===== config.mk =====
export PLATFORM = sky130hd
export DESIGN_NAME = two_wire_register_access_slave
export DESIGN_NICKNAME = d
export VERILOG_FILES = /design/src/common/two_wire_slave_pkg.sv /design/src/rtl/bus_condition.sv /design/src/rtl/line_filter.sv /design/src/rtl/two_wire_register_access_slave.sv
export VERILOG_INCLUDE_DIRS = /design/src /design/src/common
export SDC_FILE = /design/constraint.sdc
export NUM_CORES = 1
export LEC_CHECK = 0
export BUFFER_PORTS_ARGS = -buffer_cell sky130_fd_sc_hd__buf_2
export CAP_MARGIN = 15
export CORE_ASPECT_RATIO = 1.5
export CORE_MARGIN = 5
export CORE_UTILIZATION = 35
export CTS_BUF_LIST = sky130_fd_sc_hd__clkbuf_8 sky130_fd_sc_hd__clkbuf_16
export CTS_CLUSTER_DIAMETER = 80
export DETAILED_ROUTE_END_ITERATION = 10
export PLACE_DENSITY = 0.61
export RECOVER_POWER = 100
export SYNTH_ARGS = -nofsm -noshare
export SYNTH_HDL_FRONTEND = slang
export SYNTH_SLANG_ARGS = --single-unit

===== constraint.sdc =====
create_clock -name clock -period 2.75 [get_ports clock]
set_input_delay 0.1375 -clock clock [delete_from_list [all_inputs] [get_ports clock]]
set_output_delay 0.1375 -clock clock [all_outputs]
set_load 0.03 [all_outputs]

===== src/common/two_wire_slave_map.svh =====
// constants of the two-wire register access slave
`ifndef TWO_WIRE_SLAVE_MAP_SVH
`define TWO_WIRE_SLAVE_MAP_SVH

// ----------------------------------------------------------------
// slave address and register space
// ----------------------------------------------------------------
`define SLAVE_ADDR        7'h4C
`define REG_ADDR_MAX      8'hEE
`define REG_ADDR_RESET    8'h00

// ----------------------------------------------------------------
// bit counting
// ----------------------------------------------------------------
`define BYTE_BITS         4'h8
`define LAST_TX_BIT       4'h7

// ----------------------------------------------------------------
// line filtering and idle levels
// ----------------------------------------------------------------
`define FILTER_CYCLES     3
`define LINE_IDLE         1'b1

`endif


===== src/common/two_wire_slave_pkg.sv =====
// types of the two-wire register access slave
package two_wire_slave_pkg;

  typedef enum logic [3:0] {
    IDLE,
    RX_ADDR,
    ACK_ADDR,
    RX_REG,
    ACK_REG,
    RX_DATA,
    ACK_DATA,
    TX_DATA,
    RX_MACK,
    TX_LOAD,
    IGNORE
  } bus_state_t;

endpackage : two_wire_slave_pkg


===== src/rtl/bus_condition.sv =====
// edge, start and stop detection on the filtered bus lines
`timescale 1ns/1ns
`include "two_wire_slave_map.svh"

module bus_condition (
  input  wire logic clock,
  input  wire logic reset,
  input  wire logic scl_level,
  input  wire logic sda_level,
  output logic      scl_rise,
  output logic      scl_fall,
  output logic      start_evt,
  output logic      stop_evt
);

  logic scl_prev;
  logic sda_prev;

  // ----------------------------------------------------------------
  // data moving while the clock stays high is never data
  // ----------------------------------------------------------------
  always_comb begin
    scl_rise  = scl_level && !scl_prev;
    scl_fall  = !scl_level && scl_prev;
    start_evt = scl_level && scl_prev && sda_prev && !sda_level;
    stop_evt  = scl_level && scl_prev && !sda_prev && sda_level;
  end

  always_ff @(posedge clock) begin
    if (reset) begin
      scl_prev <= `LINE_IDLE;
      sda_prev <= `LINE_IDLE;
    end else begin
      scl_prev <= scl_level;
      sda_prev <= sda_level;
    end
  end

endmodule : bus_condition


===== src/rtl/line_filter.sv =====
// synchroniser and glitch filter for one bus line
`timescale 1ns/1ns
`include "two_wire_slave_map.svh"

module line_filter #(
  parameter int STABLE = `FILTER_CYCLES
) (
  input  wire logic clock,
  input  wire logic reset,
  input  wire logic line_pin,
  output logic      line_out
);

  localparam int CW = $clog2(STABLE + 1);

  logic          meta;
  logic          sync;
  logic          level;
  logic [CW-1:0] cnt;
  logic          next_sync;
  logic          next_level;
  logic [CW-1:0] next_cnt;

  // ----------------------------------------------------------------
  // a new level is taken only once it has held for STABLE cycles
  // ----------------------------------------------------------------
  always_comb begin
    next_sync  = meta;
    next_level = level;
    next_cnt   = cnt;
    if (sync == level) begin
      next_cnt = '0;
    end else if (cnt == CW'(STABLE - 1)) begin
      next_level = sync;
      next_cnt   = '0;
    end else begin
      next_cnt = cnt + CW'(1);
    end
  end

  always_ff @(posedge clock) begin
    if (reset) begin
      meta  <= `LINE_IDLE;
      sync  <= `LINE_IDLE;
      level <= `LINE_IDLE;
      cnt   <= '0;
    end else begin
      meta  <= line_pin;
      sync  <= next_sync;
      level <= next_level;
      cnt   <= next_cnt;
    end
  end

  assign line_out = level;

endmodule : line_filter


===== src/rtl/two_wire_register_access_slave.sv =====
// two-wire serial slave giving a bus master access to control registers
`timescale 1ns/1ns
`include "two_wire_slave_map.svh"

module two_wire_register_access_slave
  import two_wire_slave_pkg::*;
#(
  parameter logic [7:0] ADDR_MAX = `REG_ADDR_MAX,
  parameter int         STABLE   = `FILTER_CYCLES
) (
  input  wire logic       clock,
  input  wire logic       reset,
  input  wire logic       scl_pin,
  input  wire logic       sda_in,
  output logic            sda_out,
  output logic            sda_oe_n,
  input  wire logic       address_select_pin,
  output logic [7:0]      reg_addr,
  output logic            wr_strobe,
  output logic [7:0]      wr_data,
  input  wire logic [7:0] rd_data
);

  // ----------------------------------------------------------------
  // line conditioning
  // ----------------------------------------------------------------
  logic [1:0] line_pin;
  logic [1:0] line_level;
  logic       scl_level;
  logic       sda_level;
  logic       scl_rise;
  logic       scl_fall;
  logic       start_evt;
  logic       stop_evt;

  assign line_pin = {scl_pin, sda_in};

  // both lines get the same treatment before any decode
  for (genvar i = 0; i < 2; i++) begin : g_line
    line_filter #(
      .STABLE   (STABLE)
    ) u_filter (
      .clock    (clock),
      .reset    (reset),
      .line_pin (line_pin[i]),
      .line_out (line_level[i])
    );
  end

  assign scl_level = line_level[1];
  assign sda_level = line_level[0];

  bus_condition u_cond (
    .clock     (clock),
    .reset     (reset),
    .scl_level (scl_level),
    .sda_level (sda_level),
    .scl_rise  (scl_rise),
    .scl_fall  (scl_fall),
    .start_evt (start_evt),
    .stop_evt  (stop_evt)
  );

  // ----------------------------------------------------------------
  // address select pin, caught through two flops
  // ----------------------------------------------------------------
  logic sel_meta;
  logic sel;
  logic next_sel;

  always_comb begin
    next_sel = sel_meta;
  end

  always_ff @(posedge clock) begin
    if (reset) begin
      sel_meta <= 1'b0;
      sel      <= 1'b0;
    end else begin
      sel_meta <= address_select_pin;
      sel      <= next_sel;
    end
  end

  // ----------------------------------------------------------------
  // protocol engine
  // ----------------------------------------------------------------
  bus_state_t state;
  bus_state_t next_state;
  logic [3:0] bits;
  logic [3:0] next_bits;
  logic [7:0] shift;
  logic [7:0] next_shift;
  logic [7:0] next_addr;
  logic [7:0] next_wr_data;
  logic       next_oe_n;
  logic       next_wr;
  logic       rw;
  logic       next_rw;
  logic       addr_match;

  // saturate rather than wrap past the top register
  function automatic logic [7:0] sat_inc(input logic [7:0] a);
    sat_inc = (a >= ADDR_MAX) ? ADDR_MAX : a + 8'h01;
  endfunction : sat_inc

  assign addr_match = shift[7:1] == ((`SLAVE_ADDR & 7'h7E) | {6'h00, sel});

  always_comb begin
    next_state   = state;
    next_bits    = bits;
    next_shift   = shift;
    next_addr    = reg_addr;
    next_wr_data = wr_data;
    next_oe_n    = sda_oe_n;
    next_wr      = 1'b0;
    next_rw      = rw;
    if (stop_evt) begin
      next_state = IDLE;
      next_oe_n  = 1'b1;
    end else if (start_evt) begin
      next_state = RX_ADDR;
      next_bits  = 4'h0;
      next_oe_n  = 1'b1;
    end else begin
      case (state)
        RX_ADDR, RX_REG, RX_DATA: begin
          if (scl_rise && bits != `BYTE_BITS) begin
            next_shift = {shift[6:0], sda_level};
            next_bits  = bits + 4'h1;
          end else if (scl_fall && bits == `BYTE_BITS) begin
            next_bits = 4'h0;
            if (state == RX_ADDR) begin
              if (addr_match) begin
                next_oe_n  = 1'b0;
                next_rw    = shift[0];
                next_state = ACK_ADDR;
              end else begin
                next_state = IGNORE;
              end
            end else if (state == RX_REG) begin
              if (shift <= ADDR_MAX) begin
                next_oe_n  = 1'b0;
                next_addr  = shift;
                next_state = ACK_REG;
              end else begin
                next_state = IGNORE;
              end
            end else begin
              next_oe_n    = 1'b0;
              next_wr      = 1'b1;
              next_wr_data = shift;
              next_state   = ACK_DATA;
            end
          end
        end
        ACK_ADDR: begin
          if (scl_fall) begin
            if (rw) begin
              next_shift = rd_data;
              next_oe_n  = rd_data[7];
              next_bits  = 4'h0;
              next_state = TX_DATA;
            end else begin
              next_oe_n  = 1'b1;
              next_state = RX_REG;
            end
          end
        end
        ACK_REG: begin
          if (scl_fall) begin
            next_oe_n  = 1'b1;
            next_state = RX_DATA;
          end
        end
        ACK_DATA: begin
          if (scl_fall) begin
            next_oe_n  = 1'b1;
            next_addr  = sat_inc(reg_addr);
            next_state = RX_DATA;
          end
        end
        TX_DATA: begin
          // bits leave only on a falling clock edge
          if (scl_fall) begin
            if (bits == `LAST_TX_BIT) begin
              next_oe_n  = 1'b1;
              next_addr  = sat_inc(reg_addr);
              next_state = RX_MACK;
            end else begin
              next_bits  = bits + 4'h1;
              next_shift = {shift[6:0], 1'b0};
              next_oe_n  = shift[6];
            end
          end
        end
        RX_MACK: begin
          if (scl_rise) begin
            next_state = sda_level ? IGNORE : TX_LOAD;
          end
        end
        TX_LOAD: begin
          if (scl_fall) begin
            next_shift = rd_data;
            next_oe_n  = rd_data[7];
            next_bits  = 4'h0;
            next_state = TX_DATA;
          end
        end
        IDLE, IGNORE: begin
          next_oe_n = 1'b1;
        end
        default: begin
          next_state = IDLE;
          next_oe_n  = 1'b1;
        end
      endcase
    end
  end

  always_ff @(posedge clock) begin
    if (reset) begin
      state     <= IDLE;
      bits      <= 4'h0;
      shift     <= 8'h00;
      reg_addr  <= `REG_ADDR_RESET;
      wr_data   <= 8'h00;
      sda_oe_n  <= 1'b1;
      wr_strobe <= 1'b0;
      rw        <= 1'b0;
    end else begin
      state     <= next_state;
      bits      <= next_bits;
      shift     <= next_shift;
      reg_addr  <= next_addr;
      wr_data   <= next_wr_data;
      sda_oe_n  <= next_oe_n;
      wr_strobe <= next_wr;
      rw        <= next_rw;
    end
  end

  // open drain: the pad only ever pulls low
  assign sda_out = 1'b0;
endmodule : two_wire_register_access_slave

# After elaboration in Yosys (flattened, before gate mapping)
# Cells that the tools add are included.
# word_totals
regBits,49
input_bits,13
out_inout_bits,19
elab_cells,176
# classes
addsub,4
magnitude_cmp,2
eq_ne,47
mux,56
n_bitwise,11
reduce_logical,35
# op_table
cell,count
8-bit 2-to-1 mux,15
4-bit 2-to-1 mux,20
9-bit AND reduction,4
8-bit one-hot mux with 4 select lines,1
"2-bit != test, second input constant",15
"3-bit != test, second input constant",10
4-bit one-hot mux with 7 select lines,1
8-bit one-hot mux with 3 select lines,1
"4-bit by 3-bit == test with 1-bit output, second input constant",5
"4-bit == test, second input constant",4
4-bit one-hot mux with 4 select lines,1
1-bit 2-to-1 mux,14
7-bit AND reduction,2
"4-bit != test, second input constant",3
3-bit OR reduction,4
1-bit NOT,11
11-bit AND reduction,1
1-bit logical AND,9
"8-bit by 1-bit adder with 8-bit output, second input constant",1
"4-bit by 2-bit == test with 1-bit output, second input constant",2
"8-bit greater-or-equal comparator, second input constant",1
"8-bit <= comparator, second input constant",1
8-bit AND reduction,1
7-bit == test,1
18 further kinds,27

# Depth between registers and ports, before layout
# depth
ltp_word,8
ltp_mapped,8
depth_no_buf,7

# Cells and area by module
# Synthesis repeated with hierarchy kept, for this count alone.
# unflattened
hier_cells,300
area_unflattened_um2,2567.5
# by_module_without_submodules
mod,n_inst,cells_each,area_per_inst_um2,seq_area_each_um2
two_wire_register_access_slave,1,264,2149.6,740.7
line_filter,2,14,166.4,100.1
bus_condition,1,8,85.1,40.0

# Worst setup path after synthesis
# OpenSTA, ideal clock, no wires.
# synth_path
path_type,register to register
startpoint,reg g_line[0].u_filter.level
endpoint,reg reg_addr[0]
setup_ps,88
arrival_time_ps,1959
required_ps,2662
path_slack_ps,703
stages_incl_launch_ff,9
n_path_buf,3
synth_period_minus_slack_ps,2047
path_cell_list,dfxtp_1 buf_6 and4b_1 buf_6 or3_4 a2111oi_4 buf_6 nor2_2 a311oi_2
# synth_via
elab_chain_len,4
word_cells_on_any_way,6
cone_classes,2 x bitwise; 4 x reduce/logical
# synth_lines
element,line,rtl
start: declaration,line_filter.sv:18,logic level;
start signal: assignment,line_filter.sv:45,level <= `LINE_IDLE;
start signal: assignment,line_filter.sv:50,level <= next_level;
1-bit logical NOT,bus_condition.sv:25,start_evt = scl_level && scl_prev && sda_prev && !sda_level;
1-bit logical AND,bus_condition.sv:25,
1-bit NOT (no source line),n/a,
11-bit AND reduction (no source line) (*),n/a,
end signal: assignment,two_wire_register_access_slave.sv:226,reg_addr <= `REG_ADDR_RESET;
end signal: assignment,two_wire_register_access_slave.sv:235,reg_addr <= next_addr;
end: declaration,two_wire_register_access_slave.sv:18,"output logic [7:0] reg_addr,"
# Mark *: on every way between the ends. The rest lies on a longest branch, timed or not.
# A chain may end at the register's enable or synchronous reset.

# Worst setup path after layout
# layout_path
startpoint,reg g_line[0].u_filter.level
endpoint,reg reg_addr[2]
# Same word-level chain as after synthesis.

==> impl_metrics.ini <==
[status]
outcome = complete, no violations

[placement]
hpwlAfterDp_um = 5500
io_buffers = 30
dp.cells = 451
gp_congestion = 0.935
dpl_cell_area_um2 = 3070

[synth]
yosysTopAreaCellShare_pct = 34.7
yosys-top-cells-area = dfxtp_1 (35%), mux2i_1 (5.0%), nor2_1 (4.1%), ha_1 (2.7%), nor3_1 (2.7%)
synth_common_cells = dfxtp_1 (49), nor2_1 (31), nor3_1 (15)
synth_top_flop_cell = dfxtp_1
synth.most_common_cell = dfxtp_1
syn_area_um2 = 2830
ys_warn_count = 0
ys_seq_area_share_pct = 34.7
synth-async-reset-ratio_pct = 0
synth.distinct_cells = 68
synth_edf_count = 0
syn_inst = 328
synth.net_count = 347
ys_ff_latch = 49
yosys.area.top_type = dfxtp_1
syn_avg_cell_area_um2 = 8.62

[sta]
setup_viol = 0
rsz0062_at_grt = false
slew_headroom_pct = 23.9
final.setup.tns_ns = 0
maxSlewViolCount = 0
tightest_slew_ns = 1.14
post-route-period-util_pct = 88.5
fin_crit_ns = 2.43
clock.fmax_ghz = 0.411
fin_worst_skew_ns = 0.00607
hold_violations = 0

[floorplanning]
num_io_pins = 32
dieWidth_um = 83.4
die_h_um = 120
start_util_pct = 35.5
die-area_um2 = 10000
num_rows = 40
core_um2 = 7960

[critical_path]
r2r_end = reg_addr[2]$_SDFFE_PP0P_
critical_path_class = flip-flop to flip-flop
worstPathMaxFanout = 14
start_kind = flip-flop
worstSetupPathDepth = 6
crit_slowest_cell = dfxtp_1
cp_cell_sequence = and4b_1 -> or3_1 -> a2111oi_4 -> clkbuf_2 -> o21ai_1 -> a221oi_1
required_ns = 2.95
endpoint = reg_addr[2]$_SDFFE_PP0P_
cp-end-kind = flip-flop
cpLargestDelayFamily = simple AND/OR/NAND/NOR gates
critPathLaunch = g_line[0].u_filter.line_out$_SDFFE_PP1P_
slowest_delay_ns = 0.48
reg2reg_from = g_line[0].u_filter.line_out$_SDFFE_PP1P_
crit_buf_inv = 1
reg2regPathDepth = 6
rrSetupSlack_ns = 0.32
arrival_ns = 2.63

[layout]
fin_nets = 372
antenna_cells = 0
area_delta_synth_final_pct = 12.9
final_area_um2 = 3190
drive_gt1_share_pct = 13.0
fill_cells = 814
layoutNonFillerInstCount = 459

[cts]
clkLatencyLatePin_ns = 0.30
ctsHoldBuffers = 0
clk_pin_slew_worst_paths_ns = 0.07
numCtsBuffers = 5
cts_setup_buffers = 0
root_buffer = clkbuf_16
cts_buffer_depth = 2
cts_tree = done
cts_resized = 0
cts_sinks = 49
htreeDepth = 2

[grt]
grt_overflow = 0
antenna_found_initial = 0
grt_pass1_vias = 2583
track_usage_pct = 15.3
grt_pass1_wl_um = 12600
grt_max_degree = 30

[route]
routed_wl_um = 7530
vias_per_cell = 5.64
drcViolationCount = 0
drt_iter0_markers = 156
first_pass_iters = 5
wl_per_cell_um = 16.4
ant_nets = 0
vias = 2587

[pwr]
p_comb_share_pct = 33.9
p_switching_mw = 0.905
p_leak_nw = 1.09
power_frac_clock_pct = 29.1
vdd_ir_drop_max_v = 0.000466
power_density_nw_per_um2 = 774
pwr-share-seq_pct = 37.0
p_int_mw = 1.56
switching_share_pct = 36.7

[hold_path]
hold_path.class = primary input to flip-flop

[flow_run]
drv_cap = 0
placed cells by master (no fill, tap or decap), types with 4 or more instances in the layout:
cell,count
a211oi_1,6
a21oi_1,11
a311oi_1,5
a31oi_1,9
and2_1,4
buf_2,11
buf_4,7
clkbuf_1,22
clkbuf_16,5
dfxtp_1,49
ha_1,6
inv_1,11
mux2_2,6
mux2i_1,14
nand2_1,10
nand2b_1,8
nand3_1,9
nand3b_1,5
nand4_1,6
nor2_1,31
nor2b_1,11
nor3_1,15
nor4_1,9
o211ai_1,4
o21ai_0,7
o22ai_1,4
or2_2,6
or3_1,4
xnor2_1,4
worst reg2reg max path, stage by stage, from the launching register on:
cell and delay [ns]:
dfxtp_1 0.48, and4b_1 0.33, or3_1 0.44, a2111oi_4 0.32, clkbuf_2 0.36, o21ai_1 0.12, a221oi_1 0.28
final cells by class:
type	instances	area, um^2	share of cell area [%]
tap	105	131	4.12
clock inverter	3	43.8	1.37
timing repair buffer	41	195	6.12
inverter	11	41.3	1.29
sequential	49	981	30.7
multi-input combinational	245	1670	52.4
clock buffer	5	125	3.92
cells by family after synthesis:
| group | after synthesis | synth area share [%] |
|---|---|---|
| mux | 20 | 7.35 |
| buf+inv | 34 | 5.71 |
| flops | 49 | 34.7 |
| fa+ha+maj | 6 | 2.66 |
| xor+xnor | 5 | 1.55 |
| simple gates | 134 | 26.6 |
| other cells | 1 | 0.133 |
| compound gates | 79 | 21.3 |
power groups by stage:
| stage | clock [mW] | combinational, mW | sequential [mW] |
|---|---|---|---|
| 5_1_grt | 0.761 | 0.910 | 0.927 |
| 2_1_floorplan | 0 | 0.675 | 0.865 |
| 3_3_place_gp | 0 | 0.827 | 0.924 |
| 3_5_place_dp | 0 | 0.831 | 0.926 |
| 6_report | 0.719 | 0.837 | 0.913 |
| 4_1_cts | 0.737 | 0.836 | 0.910 |
worst min-delay path by stage:
stage | startpoint | end | slack [ns] | cells after the start
6_report | scl_pin | g_line[1].u_filter.meta$_SDFF_PP1_ | 0.03 | 2
5_1_grt | scl_pin | g_line[1].u_filter.meta$_SDFF_PP1_ | 0.03 | 2
4_1_cts | scl_pin | g_line[1].u_filter.meta$_SDFF_PP1_ | 0.02 | 2
3_5_place_dp | scl_pin | g_line[1].u_filter.meta$_SDFF_PP1_ | 0.33 | 2
3_3_place_gp | sda_in | g_line[0].u_filter.meta$_SDFF_PP1_ | 0.33 | 2
2_1_floorplan | sda_in | g_line[0].u_filter.meta$_SDFF_PP1_ | 0.24 | 1
sequential cells by signal (all words and copies together) (netlist names), 2 cells and up:
name	cells
wr_data	8
state	4
g_line.u_filter.line_out	2
g_line.u_filter.meta	2
shift	8
reg_addr	8
g_line.u_filter.sync	2
g_line.u_filter.cnt	4
bits	4
per-layer routing:
layer  track usage (%)  vias up  part of all wire (%)
met2              27.6       76                    52
met5                 0        -                     0
met4              7.77        0                   2.9
met3              1.92       13                   4.5
met1              17.6     1226                    40
li1                  -     1272                     -
per-stage QoR:
step | worst slack, ns | hold slack [ns] | util, % | total power, mW
finish | 0.316 | 0.0273 | 40.1 | 2.47
global route | 0.111 | 0.0295 | 40.1 | 2.60
CTS | 0.399 | 0.0234 | 40.7 | 2.48
detailed placement | 0.414 | 0.330 | 38.6 | 1.76
global placement | 0.501 | 0.325 | 38.6 | 1.75
floorplan | 0.703 | 0.241 | - | 1.54
Note: power is estimated with default switching activity, not from simulation.
